## src/ictm_pkg.sv

```systemverilog
// Constants and types for the instruction cycle timing model
// Functional notes
// - Byte/word moves count fetch, reads, writes
// - Long moves 4, 12(1/2), 36(7/2) clocks
// - Index register size never changes timing
// - Add address-calc clocks, reads, writes separately
// - Standard ops 4, 8(1/1), 12(1/2) clocks
// - Long standard to register 6, else 8
// - Exclusive-or into register: data register operand only
// - Divides at most 158 and 140 clocks
// - Multiply takes 38+2n clocks, at most 70
// - Signed multiply n counts 17-bit transitions
// - Immediate 8(2/0), 16(3/0); quick 4(1/0), long 8(1/0)
// - Single operand 4/6; set 4/6; test-set 10
// - Shifts 6+2n, 8+2n; memory shift 8(1/1)
// - Bit ops dynamic/static register clock maxima
// - Branches 10, 8, 12; subroutine 18(2/2)
// - Decrement-branch 12, 10, or 14(3/0)
// - Four-clock bus cycles; wait states added
// - Address calc 0, 4(1/0), up to 16(4/0)
package ictm_pkg;

	// ------------------------------------------------------------------
	// Timing constants
	// ------------------------------------------------------------------
	localparam int unsigned CLK_PERIOD_NS = 25;
	localparam int unsigned BUS_CYCLE_CLKS = 4;
	localparam logic [7:0]  MUL_BASE      = 8'h26; // 38 clocks
	localparam logic [7:0]  SIGNED_DIVIDE_MAX     = 8'h9e; // 158 clocks
	localparam logic [7:0]  UNSIGNED_DIVIDE_MAX   = 8'h8c; // 140 clocks
	localparam logic [7:0]  MUL_MAX               = 8'h46; // 70 clocks
	localparam logic [15:0] SIGNED_MULTIPLY_WORST = 16'h5555;

	// ------------------------------------------------------------------
	// Encodings
	// ------------------------------------------------------------------
	typedef enum logic [3:0] {
		ICTM_AM_DREG  = 4'h0,
		ICTM_AM_AREG  = 4'h1,
		ICTM_AM_IND   = 4'h2,
		ICTM_AM_POST  = 4'h3,
		ICTM_AM_PRE   = 4'h4,
		ICTM_AM_DISP  = 4'h5,
		ICTM_AM_INDEX = 4'h6,
		ICTM_AM_ABSW  = 4'h7,
		ICTM_AM_ABSL  = 4'h8,
		ICTM_AM_PCD   = 4'h9,
		ICTM_AM_PCX   = 4'ha,
		ICTM_AM_IMM   = 4'hb
	} ictm_am_t;

	typedef enum logic [4:0] {
		ICTM_OP_MOVE     = 5'h00,
		ICTM_OP_STD      = 5'h01, // add, sub, and, or, cmp to Dn or M
		ICTM_OP_STD_AREG = 5'h02,
		ICTM_OP_XOR      = 5'h03,
		ICTM_OP_SDIV     = 5'h04,
		ICTM_OP_UDIV     = 5'h05,
		ICTM_OP_SMUL     = 5'h06,
		ICTM_OP_UMUL     = 5'h07,
		ICTM_OP_IMM      = 5'h08,
		ICTM_OP_QUICK    = 5'h09,
		ICTM_OP_SINGLE   = 5'h0a,
		ICTM_OP_SETCC    = 5'h0b,
		ICTM_OP_TSTSET   = 5'h0c,
		ICTM_OP_SHIFT    = 5'h0d,
		ICTM_OP_BIT_CHANGE           = 5'h0e,
		ICTM_OP_BIT_CLEAR            = 5'h0f,
		ICTM_OP_BIT_TEST             = 5'h10,
		ICTM_OP_BCC                  = 5'h11,
		ICTM_OP_UNCONDITIONAL_BRANCH = 5'h12,
		ICTM_OP_BRANCH_TO_SUBROUTINE = 5'h13,
		ICTM_OP_DECREMENT_AND_BRANCH = 5'h14
	} ictm_op_t;

	typedef enum logic [1:0] {
		ICTM_SZ_BYTE = 2'h0,
		ICTM_SZ_WORD = 2'h1,
		ICTM_SZ_LONG = 2'h2
	} ictm_sz_t;

	// One instruction handed in for costing
	typedef struct packed {
		ictm_op_t   op;
		ictm_sz_t   size;
		ictm_am_t   src;       // source / effective address mode
		ictm_am_t   dst;       // destination mode for moves
		logic       to_mem;    // destination is memory
		logic       flag_a;    // condition true / branch taken
		logic       flag_b;    // static bit number / word displ.
		logic [5:0] count;     // shift count
		logic [15:0] operand;  // multiply source operand
		logic [7:0] wait_clks; // wait-state clocks seen on the bus
	} ictm_instr_t;

	// Figures reported per instruction
	typedef struct packed {
		logic [7:0] clocks;
		logic [3:0] reads;
		logic [3:0] writes;
	} ictm_cost_t;

endpackage : ictm_pkg

```

## src/ictm_timing.sv

```systemverilog
// Instruction cycle-count and bus-cycle timing model
`timescale 1ns/100ps
module ictm_timing (
	// Clock, reset, enable
	input  wire logic                  i_ref_clk,
	input  wire logic                  i_reset_n,
	input  wire logic                  i_clk_en,
	// Instruction request
	input  wire logic                  i_valid,
	input  wire ictm_pkg::ictm_instr_t i_instr,
	// Result
	output logic                       o_valid,
	output ictm_pkg::ictm_cost_t       o_cost,
	output logic                       o_illegal
);

	// ------------------------------------------------------------------
	// Effective-address cost
	// ------------------------------------------------------------------
	// address calculation table, never any writes
	// index modes carry one figure for any index size
	function automatic ictm_pkg::ictm_cost_t ea_cost(
		input ictm_pkg::ictm_am_t am, input logic lng);
		ictm_pkg::ictm_cost_t c;
		c = '0;
		case (am)
			ictm_pkg::ICTM_AM_DREG,
			ictm_pkg::ICTM_AM_AREG:  c = '0;
			ictm_pkg::ICTM_AM_IND,
			ictm_pkg::ICTM_AM_POST,
			ictm_pkg::ICTM_AM_IMM:   c = lng ? {8'h08, 4'h2, 4'h0}
			                                 : {8'h04, 4'h1, 4'h0};
			ictm_pkg::ICTM_AM_PRE:   c = lng ? {8'h0a, 4'h2, 4'h0}
			                                 : {8'h06, 4'h1, 4'h0};
			ictm_pkg::ICTM_AM_DISP,
			ictm_pkg::ICTM_AM_ABSW,
			ictm_pkg::ICTM_AM_PCD:   c = lng ? {8'h0c, 4'h3, 4'h0}
			                                 : {8'h08, 4'h2, 4'h0};
			ictm_pkg::ICTM_AM_INDEX,
			ictm_pkg::ICTM_AM_PCX:   c = lng ? {8'h0e, 4'h3, 4'h0}
			                                 : {8'h0a, 4'h2, 4'h0};
			ictm_pkg::ICTM_AM_ABSL:  c = lng ? {8'h10, 4'h4, 4'h0}
			                                 : {8'h0c, 4'h3, 4'h0};
			default:                 c = '0;
		endcase
		return c;
	endfunction : ea_cost

	// Destination cost of a move: clocks and reads beyond the write
	function automatic ictm_pkg::ictm_cost_t dst_cost(
		input ictm_pkg::ictm_am_t am);
		ictm_pkg::ictm_cost_t c;
		c = '0;
		case (am)
			ictm_pkg::ICTM_AM_DREG,
			ictm_pkg::ICTM_AM_AREG:  c = {8'h00, 4'h0, 4'h0};
			ictm_pkg::ICTM_AM_IND,
			ictm_pkg::ICTM_AM_POST,
			ictm_pkg::ICTM_AM_PRE:   c = {8'h00, 4'h0, 4'h0};
			ictm_pkg::ICTM_AM_DISP,
			ictm_pkg::ICTM_AM_ABSW:  c = {8'h04, 4'h1, 4'h0};
			ictm_pkg::ICTM_AM_INDEX: c = {8'h06, 4'h1, 4'h0};
			ictm_pkg::ICTM_AM_ABSL:  c = {8'h08, 4'h2, 4'h0};
			default:                 c = '0;
		endcase
		return c;
	endfunction : dst_cost

	// ------------------------------------------------------------------
	// Multiply bit counting
	// ------------------------------------------------------------------
	logic [16:0] ext_src;
	logic [15:0] pair_diff;
	logic [4:0]  ones_cnt;
	logic [4:0]  pairs_cnt;

	assign ext_src = {i_instr.operand, 1'b0};

	// compare each adjacent pair of the 17-bit value
	genvar gi;
	generate
		for (gi = 0; gi < 16; gi++) begin : g_pair
			assign pair_diff[gi] = ext_src[gi+1] ^ ext_src[gi];
		end
	endgenerate

	always_comb begin
		ones_cnt  = '0;
		pairs_cnt = '0;
		for (int k = 0; k < 16; k++) begin
			ones_cnt  = ones_cnt + 5'(i_instr.operand[k]);
			pairs_cnt = pairs_cnt + 5'(pair_diff[k]);
		end
	end

	// ------------------------------------------------------------------
	// Cost computation
	// ------------------------------------------------------------------
	ictm_pkg::ictm_cost_t next_cost;
	logic                 next_illegal;
	logic                 next_valid;
	ictm_pkg::ictm_cost_t base;
	ictm_pkg::ictm_cost_t ea;
	ictm_pkg::ictm_cost_t dc;
	logic                 lng;
	logic                 add_ea;
	logic                 reg_src;

	always_comb begin
		lng          = (i_instr.size == ictm_pkg::ICTM_SZ_LONG);
		reg_src      = (i_instr.src == ictm_pkg::ICTM_AM_DREG) ||
		               (i_instr.src == ictm_pkg::ICTM_AM_AREG) ||
		               (i_instr.src == ictm_pkg::ICTM_AM_IMM);
		ea           = ea_cost(i_instr.src, lng);
		dc           = dst_cost(i_instr.dst);
		base         = '0;
		add_ea       = 1'b0;
		next_illegal = 1'b0;
		case (i_instr.op)
			// move: source address cost plus destination
			// long move to memory adds one extra write cycle
			ictm_pkg::ICTM_OP_MOVE: begin
				base = {8'h04 + dc.clocks, 4'h1 + dc.reads, 4'h0};
				if (i_instr.dst > ictm_pkg::ICTM_AM_AREG) begin
					base.clocks = base.clocks + (lng ? 8'h08 : 8'h04);
					base.writes = lng ? 4'h2 : 4'h1;
				end
				add_ea = 1'b1;
			end
			// standard op, register or memory destination
			// long to register: six, eight from reg/immediate
			ictm_pkg::ICTM_OP_STD: begin
				add_ea = 1'b1;
				if (i_instr.to_mem)
					base = lng ? {8'h0c, 4'h1, 4'h2}
					           : {8'h08, 4'h1, 4'h1};
				else if (lng)
					base = {(reg_src ? 8'h08 : 8'h06), 4'h1, 4'h0};
				else
					base = {8'h04, 4'h1, 4'h0};
			end
			ictm_pkg::ICTM_OP_STD_AREG: begin
				add_ea = 1'b1;
				if (lng)
					base = {(reg_src ? 8'h08 : 8'h06), 4'h1, 4'h0};
				else
					base = {8'h08, 4'h1, 4'h0};
			end
			// exclusive-or into register needs a data register
			ictm_pkg::ICTM_OP_XOR: begin
				if (i_instr.to_mem) begin
					add_ea = 1'b1;
					base = lng ? {8'h0c, 4'h1, 4'h2}
					           : {8'h08, 4'h1, 4'h1};
				end else begin
					next_illegal = (i_instr.src != ictm_pkg::ICTM_AM_DREG);
					base = {(lng ? 8'h08 : 8'h04), 4'h1, 4'h0};
				end
			end
			// divides are costed at their worst case
			ictm_pkg::ICTM_OP_SDIV: begin
				base   = {ictm_pkg::SIGNED_DIVIDE_MAX, 4'h1, 4'h0};
				add_ea = 1'b1;
			end
			ictm_pkg::ICTM_OP_UDIV: begin
				base   = {ictm_pkg::UNSIGNED_DIVIDE_MAX, 4'h1, 4'h0};
				add_ea = 1'b1;
			end
			// multiply 38 plus twice the bit count
			ictm_pkg::ICTM_OP_SMUL: begin
				base   = {ictm_pkg::MUL_BASE + {2'h0, pairs_cnt, 1'b0},
				          4'h1, 4'h0};
				add_ea = 1'b1;
			end
			ictm_pkg::ICTM_OP_UMUL: begin
				base   = {ictm_pkg::MUL_BASE + {2'h0, ones_cnt, 1'b0},
				          4'h1, 4'h0};
				add_ea = 1'b1;
			end
			ictm_pkg::ICTM_OP_IMM: begin
				if (i_instr.to_mem) begin
					add_ea = 1'b1;
					base = lng ? {8'h14, 4'h3, 4'h2}
					           : {8'h0c, 4'h2, 4'h1};
				end else
					base = lng ? {8'h10, 4'h3, 4'h0}
					           : {8'h08, 4'h2, 4'h0};
			end
			ictm_pkg::ICTM_OP_QUICK: begin
				if (i_instr.to_mem) begin
					add_ea = 1'b1;
					base = lng ? {8'h0c, 4'h1, 4'h2}
					           : {8'h08, 4'h1, 4'h1};
				end else
					base = {(lng ? 8'h08 : 8'h04), 4'h1, 4'h0};
			end
			// single operand, set on condition, test-and-set
			ictm_pkg::ICTM_OP_SINGLE: begin
				if (i_instr.to_mem) begin
					add_ea = 1'b1;
					base = lng ? {8'h0c, 4'h1, 4'h2}
					           : {8'h08, 4'h1, 4'h1};
				end else
					base = {(lng ? 8'h06 : 8'h04), 4'h1, 4'h0};
			end
			ictm_pkg::ICTM_OP_SETCC: begin
				add_ea = i_instr.to_mem;
				if (i_instr.to_mem)
					base = {8'h08, 4'h1, 4'h1};
				else
					base = {(i_instr.flag_a ? 8'h06 : 8'h04), 4'h1, 4'h0};
			end
			ictm_pkg::ICTM_OP_TSTSET: begin
				add_ea = i_instr.to_mem;
				base = i_instr.to_mem ? {8'h0a, 4'h1, 4'h1}
				                      : {8'h04, 4'h1, 4'h0};
			end
			// shift clocks grow two per position
			ictm_pkg::ICTM_OP_SHIFT: begin
				add_ea = i_instr.to_mem;
				if (i_instr.to_mem)
					base = {8'h08, 4'h1, 4'h1};
				else
					base = {(lng ? 8'h08 : 8'h06) +
					        {1'b0, i_instr.count, 1'b0}, 4'h1, 4'h0};
			end
			// bit ops; register figures are the maxima
			ictm_pkg::ICTM_OP_BIT_CHANGE,
			ictm_pkg::ICTM_OP_BIT_CLEAR,
			ictm_pkg::ICTM_OP_BIT_TEST: begin
				add_ea = i_instr.to_mem;
				if (i_instr.to_mem)
					base = (i_instr.op == ictm_pkg::ICTM_OP_BIT_TEST)
					     ? {(i_instr.flag_b ? 8'h08 : 8'h04),
					        (i_instr.flag_b ? 4'h2 : 4'h1), 4'h0}
					     : {(i_instr.flag_b ? 8'h0c : 8'h08),
					        (i_instr.flag_b ? 4'h2 : 4'h1), 4'h1};
				else begin
					base = {(i_instr.flag_b ? 8'h0c : 8'h08),
					        (i_instr.flag_b ? 4'h2 : 4'h1), 4'h0};
					if (i_instr.op == ictm_pkg::ICTM_OP_BIT_CLEAR)
						base.clocks = base.clocks + 8'h02;
					if (i_instr.op == ictm_pkg::ICTM_OP_BIT_TEST)
						base.clocks = base.clocks - 8'h02;
				end
			end
			// branch taken, not taken, always, subroutine
			ictm_pkg::ICTM_OP_BCC: begin
				if (i_instr.flag_a)
					base = {8'h0a, 4'h2, 4'h0};
				else
					base = i_instr.flag_b ? {8'h0c, 4'h2, 4'h0}
					                      : {8'h08, 4'h1, 4'h0};
			end
			ictm_pkg::ICTM_OP_UNCONDITIONAL_BRANCH:
				base = {8'h0a, 4'h2, 4'h0};
			ictm_pkg::ICTM_OP_BRANCH_TO_SUBROUTINE:
				base = {8'h12, 4'h2, 4'h2};
			// condition true, loop taken, counter expired
			ictm_pkg::ICTM_OP_DECREMENT_AND_BRANCH: begin
				if (i_instr.flag_a)
					base = {8'h0c, 4'h2, 4'h0};
				else
					base = i_instr.flag_b ? {8'h0e, 4'h3, 4'h0}
					                      : {8'h0a, 4'h2, 4'h0};
			end
			default: next_illegal = 1'b1;
		endcase
		// address-calculation figures added field by field
		next_cost = base;
		if (add_ea) begin
			next_cost.clocks = base.clocks + ea.clocks;
			next_cost.reads  = base.reads + ea.reads;
			next_cost.writes = base.writes + ea.writes;
		end
		next_cost.clocks = next_cost.clocks + i_instr.wait_clks;
		next_valid = i_valid;
	end

	// ------------------------------------------------------------------
	// Result registers
	// ------------------------------------------------------------------
	// one result per instruction, one cycle after request
	always_ff @(posedge i_ref_clk) begin
		if (!i_reset_n) begin
			o_valid   <= 1'b0;
			o_cost    <= '0;
			o_illegal <= 1'b0;
		end else if (i_clk_en) begin
			o_valid <= next_valid;
			if (next_valid) begin
				o_cost    <= next_cost;
				o_illegal <= next_illegal;
			end
		end
	end
endmodule : ictm_timing

```

## config.mk

```make
export PLATFORM = sky130hd
export DESIGN_NAME = ictm_timing
export DESIGN_NICKNAME = d
export VERILOG_FILES = /design/src/ictm_pkg.sv /design/src/ictm_timing.sv
export SDC_FILE = /design/constraint.sdc
export NUM_CORES = 1
export LEC_CHECK = 0
export BUFFER_PORTS_ARGS = -buffer_cell sky130_fd_sc_hd__buf_2
export CORE_MARGIN = 2
export CORE_UTILIZATION = 58
export DETAILED_ROUTE_END_ITERATION = 10
export PLACE_DENSITY = 0.85
export SLEW_MARGIN = 20
export SYNTH_ARGS = -nofsm -noshare
export SYNTH_HDL_FRONTEND = slang
export SYNTH_SLANG_ARGS = --single-unit
```

## constraint.sdc

```tcl
create_clock -name i_ref_clk -period 10.1 [get_ports i_ref_clk]
set_input_delay 1.01 -clock i_ref_clk [delete_from_list [all_inputs] [get_ports i_ref_clk]]
set_output_delay 1.01 -clock i_ref_clk [all_outputs]
set_load 0.005 [all_outputs]
```

Word level (Yosys, flattened, before mapping)
Memory sizes are Yosys's and may differ from the RTL's.
Cells that the tools add are included.
{"block": "totals", "in_bits": 52, "romBits": 80, "memories": 1, "latch_bits": 0, "mem_bits_rw": 0, "word_cells": 156, "register_bits": 18}
{"block": "op_classes", "bitwise_logic": 15, "n_div": 0, "reduce_logical": 15, "muxes": 45, "magnitude_cmp": 1, "mul": 0, "eq_ne": 32, "shifts": 0, "addsub": 42}
{"memory": "(name not given)", "depth": 16, "word_bits": 5, "read_ports": 1, "rd_clocked_by_memory_dff": 0, "write_ports": 0, "line_no": "ictm_timing.sv:54", "text": "case (am)"}
{"operator": "16-bit one-hot mux with 18 select lines", "count": 1}
{"operator": "5-bit by 1-bit adder with 5-bit output", "count": 22}
{"operator": "12-bit two-way mux", "count": 9}
{"operator": "11-bit two-way mux", "count": 7}
{"operator": "13-bit one-hot mux with 5 select lines", "count": 1}
{"operator": "16-bit two-way mux", "count": 4}
{"operator": "13-bit two-way mux", "count": 4}
{"operator": "5-bit by 4-bit == test with 1-bit output, second input constant", "count": 8}
{"operator": "8-bit two-way mux", "count": 4}
{"operator": "5-bit == test, second input constant", "count": 5}
{"operator": "8-bit adder", "count": 3}
{"operator": "5-bit by 3-bit == test with 1-bit output, second input constant", "count": 4}
{"operator": "20-bit OR reduction", "count": 1}
{"operator": "4-bit by 3-bit == test with 1-bit output, second input constant", "count": 4}
{"operator": "4-bit == test, second input constant", "count": 4}
{"operator": "4-bit two-way mux", "count": 4}
{"operator": "1-bit XOR", "count": 15}
{"operator": "6-bit by 6-bit adder with 7-bit output, first input constant", "count": 2}
{"operator": "4-bit by 1-bit adder with 5-bit output", "count": 2}
{"operator": "5-bit by 2-bit == test with 1-bit output, second input constant", "count": 2}
{"operator": "2-bit two-way mux", "count": 5}
{"operator": "3-bit OR reduction", "count": 3}
{"operator": "3-bit by 1-bit adder with 4-bit output", "count": 2}
{"operator": "3-bit by 8-bit adder with 8-bit output, first input constant", "count": 1}
{"operator": "26 further kinds", "count": 33}

Longest topological paths before layout
Gate-level depths: netlist (run 1).
{"block": "logic_depth", "ltp_word": 21, "depth_mapped": 29, "mapped_depth_nobuf": 29}

Worst setup path after synthesis (run 1)
Ideal clock, no wire load.
{"block": "synth_timing", "kind": "input to register", "startpoint": "input i_instr[12] (netlist bit)", "endpoint": "register o_cost[15] (netlist bit)", "arrival_ns": 7.298, "t_required_ns": 10.026, "path_stages": 27, "path_slack_ns": 2.728, "setup_time_ns": 0.074, "path_cell_list": "xor2_1 -> fa_1 -> fa_1 -> fa_1 -> inv_1 -> fa_1 -> inv_1 -> ha_1 -> fa_1 -> mux2i_1 -> ha_1 -> nand2b_1 -> o31ai_1 -> a22oi_1 -> nor2_1 -> or4_4 -> fa_1 -> xor2_1 -> mux2_2 -> ha_1 -> nor2b_1 -> o21ai_0 -> nand2b_1 -> a31oi_1 -> xnor2_1 -> nand4_1 -> a31oi_1"}
{"block": "synth_via", "elab_chain_cells": 18, "elab_cells_between_ends": 32}
{"item": "from (decl)", "line_no": "ictm_timing.sv:10", "text": "input wire ictm_pkg::ictm_instr_t i_instr,"}
{"item": "1-bit XOR", "line_no": "ictm_timing.sv:83", "text": "assign pair_diff[gi] = ext_src[gi+1] ^ ext_src[gi];"}
{"item": "4-bit by 1-bit adder with 5-bit output", "line_no": "ictm_timing.sv:92", "text": "pairs_cnt = pairs_cnt + 5'(pair_diff[k]);"}
{"item": "5-bit by 1-bit adder with 5-bit output (11 in series)", "line_no": "ictm_timing.sv:92"}
{"item": "6-bit by 6-bit adder with 7-bit output", "line_no": "ictm_timing.sv:171", "text": "base = {ictm_pkg::MUL_BASE + {2'h0, pairs_cnt, 1'b0},"}
{"item": "16-bit one-hot mux with 18 select lines (*)", "line_no": "ictm_timing.sv:119", "text": "case (i_instr.op)"}
{"item": "8-bit adder", "line_no": "ictm_timing.sv:272", "text": "next_cost.clocks = base.clocks + ea.clocks;"}
{"item": "16-bit two-way mux (*)", "line_no": "ictm_timing.sv:271", "text": "if (add_ea) begin"}
{"item": "8-bit adder (*)", "line_no": "ictm_timing.sv:276", "text": "next_cost.clocks = next_cost.clocks + i_instr.wait_clks;"}
{"item": "to (signal assigned)", "line_no": "ictm_timing.sv:292", "text": "o_cost <= next_cost;"}
{"item": "to (decl)", "line_no": "ictm_timing.sv:13", "text": "output ictm_pkg::ictm_cost_t o_cost,"}
Every way passes the cells marked *; elsewhere a longest branch is shown, timed or not.
A chain may end at the register's enable or synchronous reset.

Worst setup path in the final report (run 1)
Same ends and word-level chain as after synthesis.

==> results of run 1 <==
==> how the worst max path moves through the flow <==
| stage | from | endpoint | slack, ns | depth (start not counted) |
|---|---|---|---|---|
| floorplan | i_instr[12] | o_cost[15] | 2.73 | 27 |
| global placement | i_instr[19] | o_cost[15] | 2.36 | 29 |
| detailed placement | i_instr[12] | o_cost[15] | 2.12 | 28 |
| CTS | i_instr[12] | o_cost[15] | 2.36 | 28 |
| global route | i_instr[15] | o_cost[15] | 1.96 | 28 |
| finish | i_instr[12] | o_cost[15] | 2.26 | 28 |
==> report_power, final <==
| part | switching, mW | leakage [nW] | internal (mW) |
|---|---|---|---|
| Clock | 0.0235 | 0.0288 | 0.0347 |
| Sequential | 0.00282 | 0.131 | 0.0689 |
| Combinational | 0.319 | 1.73 | 0.270 |
==> registers in the layout (all words and copies together) (netlist names) <==
name and flops:
o_valid 1, o_illegal 1, o_cost 14
==> worst min-delay path, delay by kind of cell (launching register included) <==
family             cells  cell delay (ns)
AOI/OAI and AO/OA      1             0.06
and+or+nand+nor        1             0.05
DFF                    1             0.31
==> metal layers <==
layer | up-vias | track usage (%) | part of all wire (%)
met4 | 0 | 9.24 | 3.1
met5 | - | 0 | 0
li1 | 1718 | - | -
met2 | 166 | 46.4 | 48
met1 | 1685 | 36.4 | 42
met3 | 31 | 3.98 | 7.0
==> cell usage in the layout, fill, tap and decap left out, types with 5 or more instances in the layout <==
cell	synthesis	layout
mux2_2	5	5
fa_1	24	24
o211ai_1	6	6
o31ai_1	7	7
nor3_1	8	8
buf_2	6	67
and2_1	9	9
a21boi_0	5	5
a21o_1	8	8
o21ai_0	21	21
xor2_1	18	18
mux2i_1	6	6
nand3_1	10	10
o21ai_1	5	5
nor2_1	33	33
nand2b_1	12	12
nand2_1	31	31
dfxtp_1	16	16
nor2b_1	10	10
xnor2_1	20	20
inv_1	41	41
a21oi_1	25	25
ha_1	39	39
a22oi_1	5	5
nor4_1	5	5
==> layout make-up <==
class,count,area (um^2)
inverters,43,161
well taps,75,93.8
flip-flops and latches,16,320
fillers,528,2000
clock buffers,4,55.1
repair buffers,68,343
multi-input cells,380,3020
==> cells in the mapped netlist, drive strengths merged (2+ instances only) <==
cell,instances,area [um^2]
a31o,2,17.5
a31oi,3,18.8
o21a,4,30.0
a21boi,6,45.1
o31ai,8,73.8
a21oi,25,125
o22a,3,26.3
mux2i,6,60.1
a22oi,5,37.5
o22ai,4,25.0
nor4,5,31.3
xnor2,20,175
or3,4,25.0
fa,24,480
nand2,32,128
nor2,33,124
o21bai,2,15.0
xor2,18,158
a211o,4,35.0
inv,43,161
mux2,5,56.3
a211oi,4,30.0
nor2b,10,62.6
a21o,8,60.1
nand3,11,67.6
and3,4,25.0
clkbuf,14,52.6
buf,12,71.3
or2,2,12.5
nor3b,2,15.0
nor3,8,40.0
o211ai,6,45.0
or4,3,30.0
and2,9,56.3
o21ai,26,130
dfxtp,16,320
nand4,3,18.8
a2111oi,2,17.5
nand2b,12,75.1
ha,39,488
==> kinds of logic after synthesis <==
| logic type | Yosys count | share of synthesized area (%) |
|---|---|---|
| AND/OR/NAND/NOR | 142 | 20.7 |
| buffers and inverters | 69 | 7.89 |
| adder cells (fa/ha/maj) | 63 | 26.8 |
| multiplexers | 11 | 3.22 |
| AO/OA/AOI/OAI | 124 | 23.3 |
| flip-flops | 16 | 8.86 |
| XOR/XNOR | 38 | 9.20 |
| other | 1 | 0.104 |
==> flow_metrics.py, run 1 <==
metrics = {
    "synthesis": {
        "async_flop_share_pct": 0,
        "avgSynthCellArea_um2": 7.80,
        "synth_cells": 464,
        "synth_edf_count": 0,
        "ys_types": 67,
        "ys_seq_area_share_pct": 8.86,
        "yosysWarnings": 0,
        "synth_seq_cells": 16,
        "synth_ff_type": "dfxtp_1",
        "syn_area_um2": 3620,
    },
    "routing": {
        "drtIter0Drc": 198,
        "drc_errors": 0,
        "vias_per_cell": 6.14,
        "drt_wl_total_mm": 9.52,
        "drt-wirelength-per-cell_um": 16.2,
        "antenna_left": 0,
        "dr.pass1.iters": 5,
        "num_vias": 3600,
    },
    "place": {
        "dp_slack_ns": 2.12,
        "hpwl_mm": 7.73,
        "dp.cells": 582,
        "placed_cell_area_um2": 3930,
        "place_congestion": 0.963,
        "port_buffers": 67,
    },
    "layout": {
        "layoutNonFillerInstCount": 586,
        "syn_to_final_growth_pct": 10.3,
        "fin_area_um2": 3990,
        "fin_nets": 627,
        "drive_gt1_share_pct": 17.0,
        "final_util_pct": 66.6,
        "antenna_cells": 0,
    },
    "setup_path": {
        "endpoint_kind": "flop",
        "worstSetupPathType": "in -> reg",
        "cp_slowest_cell": "fa_1",
        "path_common_cell": "fa_1",
        "r2r-end": "o_cost[12]",
        "max_stage_delay_ns": 0.57,
        "cp.buffers_inverters": 3,
        "r2r_cells": 3,
        "crit_family": "adder cells",
        "start_kind": "primary input",
        "worstPathRequired_ns": 10.28,
        "worstPathArrival_ns": 8.02,
        "reg2reg_from": "o_cost[12]",
        "critPathMaxFanout": 4,
        "r2r_setup_slack_ns": 9.36,
    },
    "timing": {
        "setup_violations": 0,
        "period_share_pct": 77.6,
        "hold_viol_final": 0,
        "fin_worst_skew_ns": 0,
        "period_minus_slack_ns": 7.84,
        "maxSlewViolCount": 0,
        "finalHoldWorstSlack_ns": 0.460,
        "rsz0062_at_grt": "false",
        "timing.fmax_mhz": 128,
        "fin_tns_setup_ns": 0,
        "worst_pin_slew_ns": 0.788,
        "relSlewSlack_pct": 47.0,
        "setup_ws_ns": 2.26,
    },
    "clock_tree": {
        "htreeDepth": 1,
        "cts_buffer_depth": 2,
        "cts.clk_slew.worst_paths_ns": 0.06,
        "postCtsResizedCells": 0,
        "cts_hold_buf": 0,
        "cts_tree": "yes",
        "cts_root_buf": "clkbuf_8",
        "numClockSinks": 16,
        "cts_inserted_buffers": 3,
        "post_cts_buffers": 0,
        "clkLatencyLatePin_ns": 0.26,
    },
    "die": {
        "die_area_um2": 6880,
        "die_x_um": 83.0,
        "fp-row-count": 28,
        "start_util_pct": 60.4,
        "core_area_um2": 5990,
        "pin_count": 70,
        "die_h_um": 83.0,
    },
    "grt": {
        "grt_antenna_before_repair": 0,
        "grt_overflow_total": 0,
        "grt_pass1_wl_mm": 16.2,
        "grt_max_degree": 30,
        "grt_pass1_vias": 3533,
        "grt_use_total_pct": 27.6,
    },
    "hold_path": {
        "min_path_type": "reg -> reg",
        "whs_endpoint": "o_cost[11]",
        "holdPathStages": 2,
        "min_from": "o_cost[11]",
    },
    "power": {
        "power.static_leakage_nw": 1.89,
        "p_per_area_nw_per_um2": 180,
        "peakVddDrop_mv": 0.176,
        "power_mw": 0.719,
    },
    "status": {
        "outcome": "finished, final reports clean",
    },
    "run": {
        "cap_violations": 0,
    },
}
No activity file was read; power rests on OpenSTA's default activity.
==> run 2: changes to the inputs <==
==> constraint.sdc (replaced) <==
create_clock -name i_ref_clk -period 7.93 [get_ports i_ref_clk]
set_input_delay 0.793 -clock i_ref_clk [delete_from_list [all_inputs] [get_ports i_ref_clk]]
set_output_delay 0.793 -clock i_ref_clk [all_outputs]
set_load 0.005 [all_outputs]
==> flow_metrics.py, run 2 (synthesis results as in run 1) <==
metrics = {
    "routing": {
        "drc_errors": 0,
        "vias_per_cell": 6.08,
        "antenna_left": 0,
        "drt-wirelength-per-cell_um": 16.0,
        "drt_wl_total_mm": 9.37,
        "drtIter0Drc": 142,
        "dr.pass1.iters": 5,
        "num_vias": 3561,
    },
    "setup_path": {
        "reg2reg_from": "o_cost[12]",
        "worstSetupPathType": "in -> reg",
        "critPathMaxFanout": 4,
        "r2r_setup_slack_ns": 7.20,
        "start_kind": "primary input",
        "r2r_cells": 3,
        "endpoint_kind": "flop",
        "worstPathRequired_ns": 8.11,
        "worstPathArrival_ns": 7.64,
        "r2r-end": "o_cost[12]",
    },
    "timing": {
        "maxSlewViolCount": 0,
        "hold_viol_final": 0,
        "period_share_pct": 94.0,
        "setup_violations": 0,
        "rsz0062_at_grt": "false",
        "fin_tns_setup_ns": 0,
        "relSlewSlack_pct": 45.6,
        "timing.fmax_mhz": 134,
        "fin_worst_skew_ns": 0,
        "worst_pin_slew_ns": 0.808,
        "period_minus_slack_ns": 7.46,
    },
    "grt": {
        "grt_pass1_wl_mm": 15.9,
        "grt_pass1_vias": 3463,
        "grt_antenna_before_repair": 0,
        "grt_use_total_pct": 27.1,
        "grt_max_degree": 30,
        "grt_overflow_total": 0,
    },
    "power": {
        "switchingPower_mw": 0.434,
        "power_frac_clock_pct": 8.3,
        "power.static_leakage_nw": 1.89,
        "p_int_mw": 0.475,
        "p_per_area_nw_per_um2": 228,
        "peakVddDrop_mv": 0.308,
        "p_sw_share_pct": 47.8,
        "pwr-share-comb_pct": 81.7,
        "seqPwrFrac_pct": 10.0,
        "power_mw": 0.909,
    },
    "die": {
        "die_h_um": 83.0,
        "fp-row-count": 28,
        "pin_count": 70,
        "core_area_um2": 5990,
        "die_area_um2": 6880,
        "start_util_pct": 60.4,
        "die_x_um": 83.0,
    },
    "clock_tree": {
        "cts_root_buf": "clkbuf_8",
        "cts_tree": "yes",
        "cts_buffer_depth": 2,
        "postCtsResizedCells": 0,
        "cts_inserted_buffers": 3,
        "cts.clk_slew.worst_paths_ns": 0.07,
        "numClockSinks": 16,
        "clkLatencyLatePin_ns": 0.26,
        "post_cts_buffers": 0,
        "cts_hold_buf": 0,
        "htreeDepth": 1,
    },
    "layout": {
        "largestRegisters": "o_cost x14, o_illegal x1, o_valid x1",
        "antenna_cells": 0,
        "fin_nets": 627,
        "top_register": "o_cost",
        "syn_to_final_growth_pct": 10.3,
        "drive_gt1_share_pct": 17.0,
        "layout_common_cells": "buf_2 (67), inv_1 (41), ha_1 (39)",
        "final_common_cell": "buf_2",
        "fin_area_um2": 3990,
        "largest_register_ffs": 14,
    },
    "place": {
        "hpwl_mm": 7.53,
        "place_congestion": 0.965,
        "port_buffers": 67,
        "placed_cell_area_um2": 3930,
    },
    "hold_path": {
        "whs_endpoint": "o_cost[9]",
        "holdPathStages": 2,
        "min_path_type": "reg -> reg",
        "min_from": "o_cost[9]",
    },
    "run": {
        "cap_violations": 0,
    },
    "status": {
        "outcome": "finished, final reports clean",
    },
}
-- run 2: cell counts in the layout (fill, tap and decap cells not counted) --
Identical to the previous run, type by type.
-- run 2: power by group through the flow --
| stage | logic, mW | registers [mW] | clock network (mW) |
|---|---|---|---|
| 3_3_place_gp | 0.696 | 0.0925 | 0 |
| 6_report | 0.743 | 0.0912 | 0.0754 |
| 5_1_grt | 0.846 | 0.0922 | 0.0798 |
| 4_1_cts | 0.738 | 0.0913 | 0.0762 |
| 3_5_place_dp | 0.727 | 0.0930 | 0 |
| 2_1_floorplan | 0.577 | 0.0936 | 0 |
-- run 2: routing by layer --
layer,routed length (um),global-route usage (%),up-vias
met1,3880,35.8,1663
li1,-,-,1719
met3,791,3.78,21
met2,4520,46.2,158
met5,0,0,-
met4,180,7.90,0
-- run 2: worst max-delay path by stage --
stage | endpoint | from | depth (start not counted) | slack, ns
detailed placement | o_cost[15] | i_instr[19] | 29 | 0.20
CTS | o_cost[15] | i_instr[19] | 29 | 0.46
finish | o_cost[15] | i_instr[12] | 28 | 0.47
floorplan | o_cost[15] | i_instr[12] | 27 | 0.78
global placement | o_cost[15] | i_instr[19] | 29 | 0.40
global route | o_cost[15] | i_instr[19] | 30 | 0.05
-- run 2: through the flow --
| step | worst slack [ns] | std cells | hold WS, ns | utilization (%) |
|---|---|---|---|---|
| CTS | 0.458 | 586 | 0.463 | 66.6 |
| global route | 0.0534 | 586 | 0.499 | 66.6 |
| finish | 0.474 | 586 | 0.460 | 66.6 |
| floorplan | 0.775 | 465 | 0.457 | - |
| global placement | 0.400 | 582 | 0.448 | 65.7 |
| detailed placement | 0.198 | 582 | 0.454 | 65.7 |
-- run 2: final cells by class --
| type | instances | area [um^2] |
|---|---|---|
| Fill cell | 531 | 2000 |
| Clock buffer | 4 | 55.1 |
| Tap cell | 75 | 93.8 |
| Inverter | 43 | 161 |
| Sequential cell | 16 | 320 |
| Timing Repair Buffer | 68 | 343 |
| Multi-Input combinational cell | 380 | 3020 |
-- run 2: critical path, cell delays in order --
cell	delay, ns
buf_2	0.13
xor2_1	0.18
fa_1	0.56
fa_1	0.44
fa_1	0.55
inv_1	0.05
fa_1	0.53
inv_1	0.05
ha_1	0.21
fa_1	0.52
mux2i_1	0.09
ha_1	0.27
nand2b_1	0.10
o31ai_1	0.08
a22oi_1	0.17
nor2_1	0.06
or4_4	0.56
fa_1	0.48
xor2_1	0.15
mux2_2	0.27
ha_1	0.31
nor2b_1	0.16
o21ai_0	0.14
nand2b_1	0.10
a31oi_1	0.21
xnor2_1	0.16
nand4_1	0.13
a31oi_1	0.19
==> run 3: changes to the inputs <==
--- a/config.mk
+++ b/config.mk
@@ -5,10 +5,11 @@
 export SDC_FILE = /design/constraint.sdc
 export NUM_CORES = 1
 export LEC_CHECK = 0
-export BUFFER_PORTS_ARGS = -buffer_cell sky130_fd_sc_hd__buf_2
+export BUFFER_PORTS_ARGS = -buffer_cell sky130_fd_sc_hd__buf_4
 export CORE_MARGIN = 2
 export CORE_UTILIZATION = 58
 export DETAILED_ROUTE_END_ITERATION = 10
+export GPL_ROUTABILITY_DRIVEN = 0
 export PLACE_DENSITY = 0.85
 export SLEW_MARGIN = 20
 export SYNTH_ARGS = -nofsm -noshare
==> flow_metrics.py, run 3 (synthesis results as in run 1) <==
metrics = {
    "status": {
        "outcome": "finished, final reports clean",
    },
    "routing": {
        "vias_per_cell": 5.96,
        "dr.pass1.iters": 5,
        "drc_errors": 0,
        "drt_wl_total_mm": 9.08,
        "antenna_left": 0,
        "drtIter0Drc": 146,
        "drt-wirelength-per-cell_um": 15.5,
        "num_vias": 3488,
    },
    "layout": {
        "syn_to_final_growth_pct": 14.5,
        "final_common_cell": "buf_4",
        "drive_gt1_share_pct": 16.9,
        "top_register": "o_cost",
        "fin_area_um2": 4140,
        "antenna_cells": 0,
        "largestRegisters": "o_cost x14, o_illegal x1, o_valid x1",
        "n_fill_cell": 505,
        "largest_register_ffs": 14,
        "layout_common_cells": "buf_4 (68), inv_1 (41), ha_1 (39)",
        "fin_nets": 627,
    },
    "setup_path": {
        "start_kind": "primary input",
        "r2r_setup_slack_ns": 7.15,
        "endpoint_kind": "flop",
        "reg2reg_from": "o_cost[5]",
        "worstPathRequired_ns": 8.11,
        "worstPathArrival_ns": 7.71,
        "worstSetupPathType": "in -> reg",
        "critPathMaxFanout": 4,
        "path_common_cell": "fa_1",
        "r2r-end": "o_cost[5]",
        "r2r_cells": 3,
        "cp_slowest_cell": "fa_1",
        "max_stage_delay_ns": 0.56,
    },
    "grt": {
        "grt_use_total_pct": 26.3,
        "grt_overflow_total": 0,
        "grt_pass1_vias": 3438,
        "grt_antenna_before_repair": 0,
        "grt_max_degree": 30,
        "grt_pass1_wl_mm": 15.5,
    },
    "power": {
        "peakVddDrop_mv": 0.253,
        "p_per_area_nw_per_um2": 218,
        "power.static_leakage_nw": 1.93,
    },
    "place": {
        "port_buffers": 67,
        "hpwl_mm": 7.45,
        "placed_cell_area_um2": 4100,
    },
    "hold_path": {
        "holdPathStages": 2,
        "min_from": "o_cost[9]",
        "whs_endpoint": "o_cost[9]",
        "min_path_type": "reg -> reg",
    },
    "clock_tree": {
        "htreeDepth": 1,
        "postCtsResizedCells": 0,
        "cts.clk_slew.worst_paths_ns": 0.06,
        "cts_root_buf": "clkbuf_8",
        "numClockSinks": 16,
        "post_cts_buffers": 0,
        "cts_buffer_depth": 2,
        "cts_inserted_buffers": 3,
        "cts_hold_buf": 0,
        "cts_tree": "yes",
        "clkLatencyLatePin_ns": 0.24,
    },
    "timing": {
        "rsz0062_at_grt": "false",
        "maxSlewViolCount": 0,
        "period_minus_slack_ns": 7.54,
        "fin_worst_skew_ns": 0,
        "period_share_pct": 95.1,
        "worst_pin_slew_ns": 0.761,
        "hold_viol_final": 0,
        "relSlewSlack_pct": 48.8,
        "setup_violations": 0,
        "timing.fmax_mhz": 133,
        "fin_tns_setup_ns": 0,
    },
    "die": {
        "pin_count": 70,
        "die_h_um": 83.0,
        "die_x_um": 83.0,
        "fp-row-count": 28,
        "die_area_um2": 6880,
        "core_area_um2": 5990,
        "start_util_pct": 60.4,
    },
    "run": {
        "cap_violations": 0,
    },
}
run 3: cell types whose count changed in the layout (fill, tap and decap cells not counted):
cell	delta
clkbuf_8	-1
buf_2	-67
buf_4	+67
run 3: worst max-delay path: cells and delay by family:
| family | cells | cell delay, ns |
|---|---|---|
| AO/OA/AOI/OAI | 5 | 0.83 |
| adder cells (fa/ha/maj) | 9 | 3.88 |
| AND/OR/NAND/NOR | 6 | 1.11 |
| multiplexers | 2 | 0.36 |
| buffers and inverters | 3 | 0.23 |
| XOR/XNOR | 3 | 0.51 |
run 3: area by class of cell:
cell class	count	area, um^2	area share, %
multi-input cells	380	3020	72.8
repair buffers	68	510	12.3
flip-flops and latches	16	320	7.73
inverters	43	161	3.90
well taps	75	93.8	2.27
clock buffers	3	41.3	0.997
run 3: worst max path at each step:
stage                startpoint          to  slack, ns  cells past startpoint
global route        i_instr[12]  o_cost[15]       0.06                     28
detailed placement  i_instr[12]  o_cost[15]       0.17                     28
finish              i_instr[12]  o_cost[15]       0.39                     28
floorplan           i_instr[12]  o_cost[15]       0.78                     27
global placement    i_instr[19]  o_cost[15]       0.44                     29
CTS                 i_instr[12]  o_cost[15]       0.42                     28
run 3: layer usage:
metal	up-vias	GRT usage, %	share of wire (%)
met5	-	0	0
li1	1719	-	-
met3	27	4.08	5.4
met1	1614	34.3	44
met4	0	8.05	2.7
met2	128	44.9	48
run 3: stage by stage:
step           total power, mW  std cells  hold WS [ns]  worst slack [ns]  utilization (%)
2_1_floorplan            0.671        465         0.457             0.775                -
3_3_place_gp             0.802        582         0.452             0.436             68.5
3_5_place_dp             0.837        582         0.456             0.167             68.5
4_1_cts                  0.905        585         0.464             0.420             69.2
5_1_grt                   1.02        585         0.502            0.0556             69.2
6_report                 0.904        585         0.464             0.392             69.2
run 3: report_power, final:
| group | internal (mW) | switching, mW |
|---|---|---|
| registers | 0.0878 | 0.00381 |
| clock network | 0.0336 | 0.0264 |
| logic | 0.353 | 0.399 |
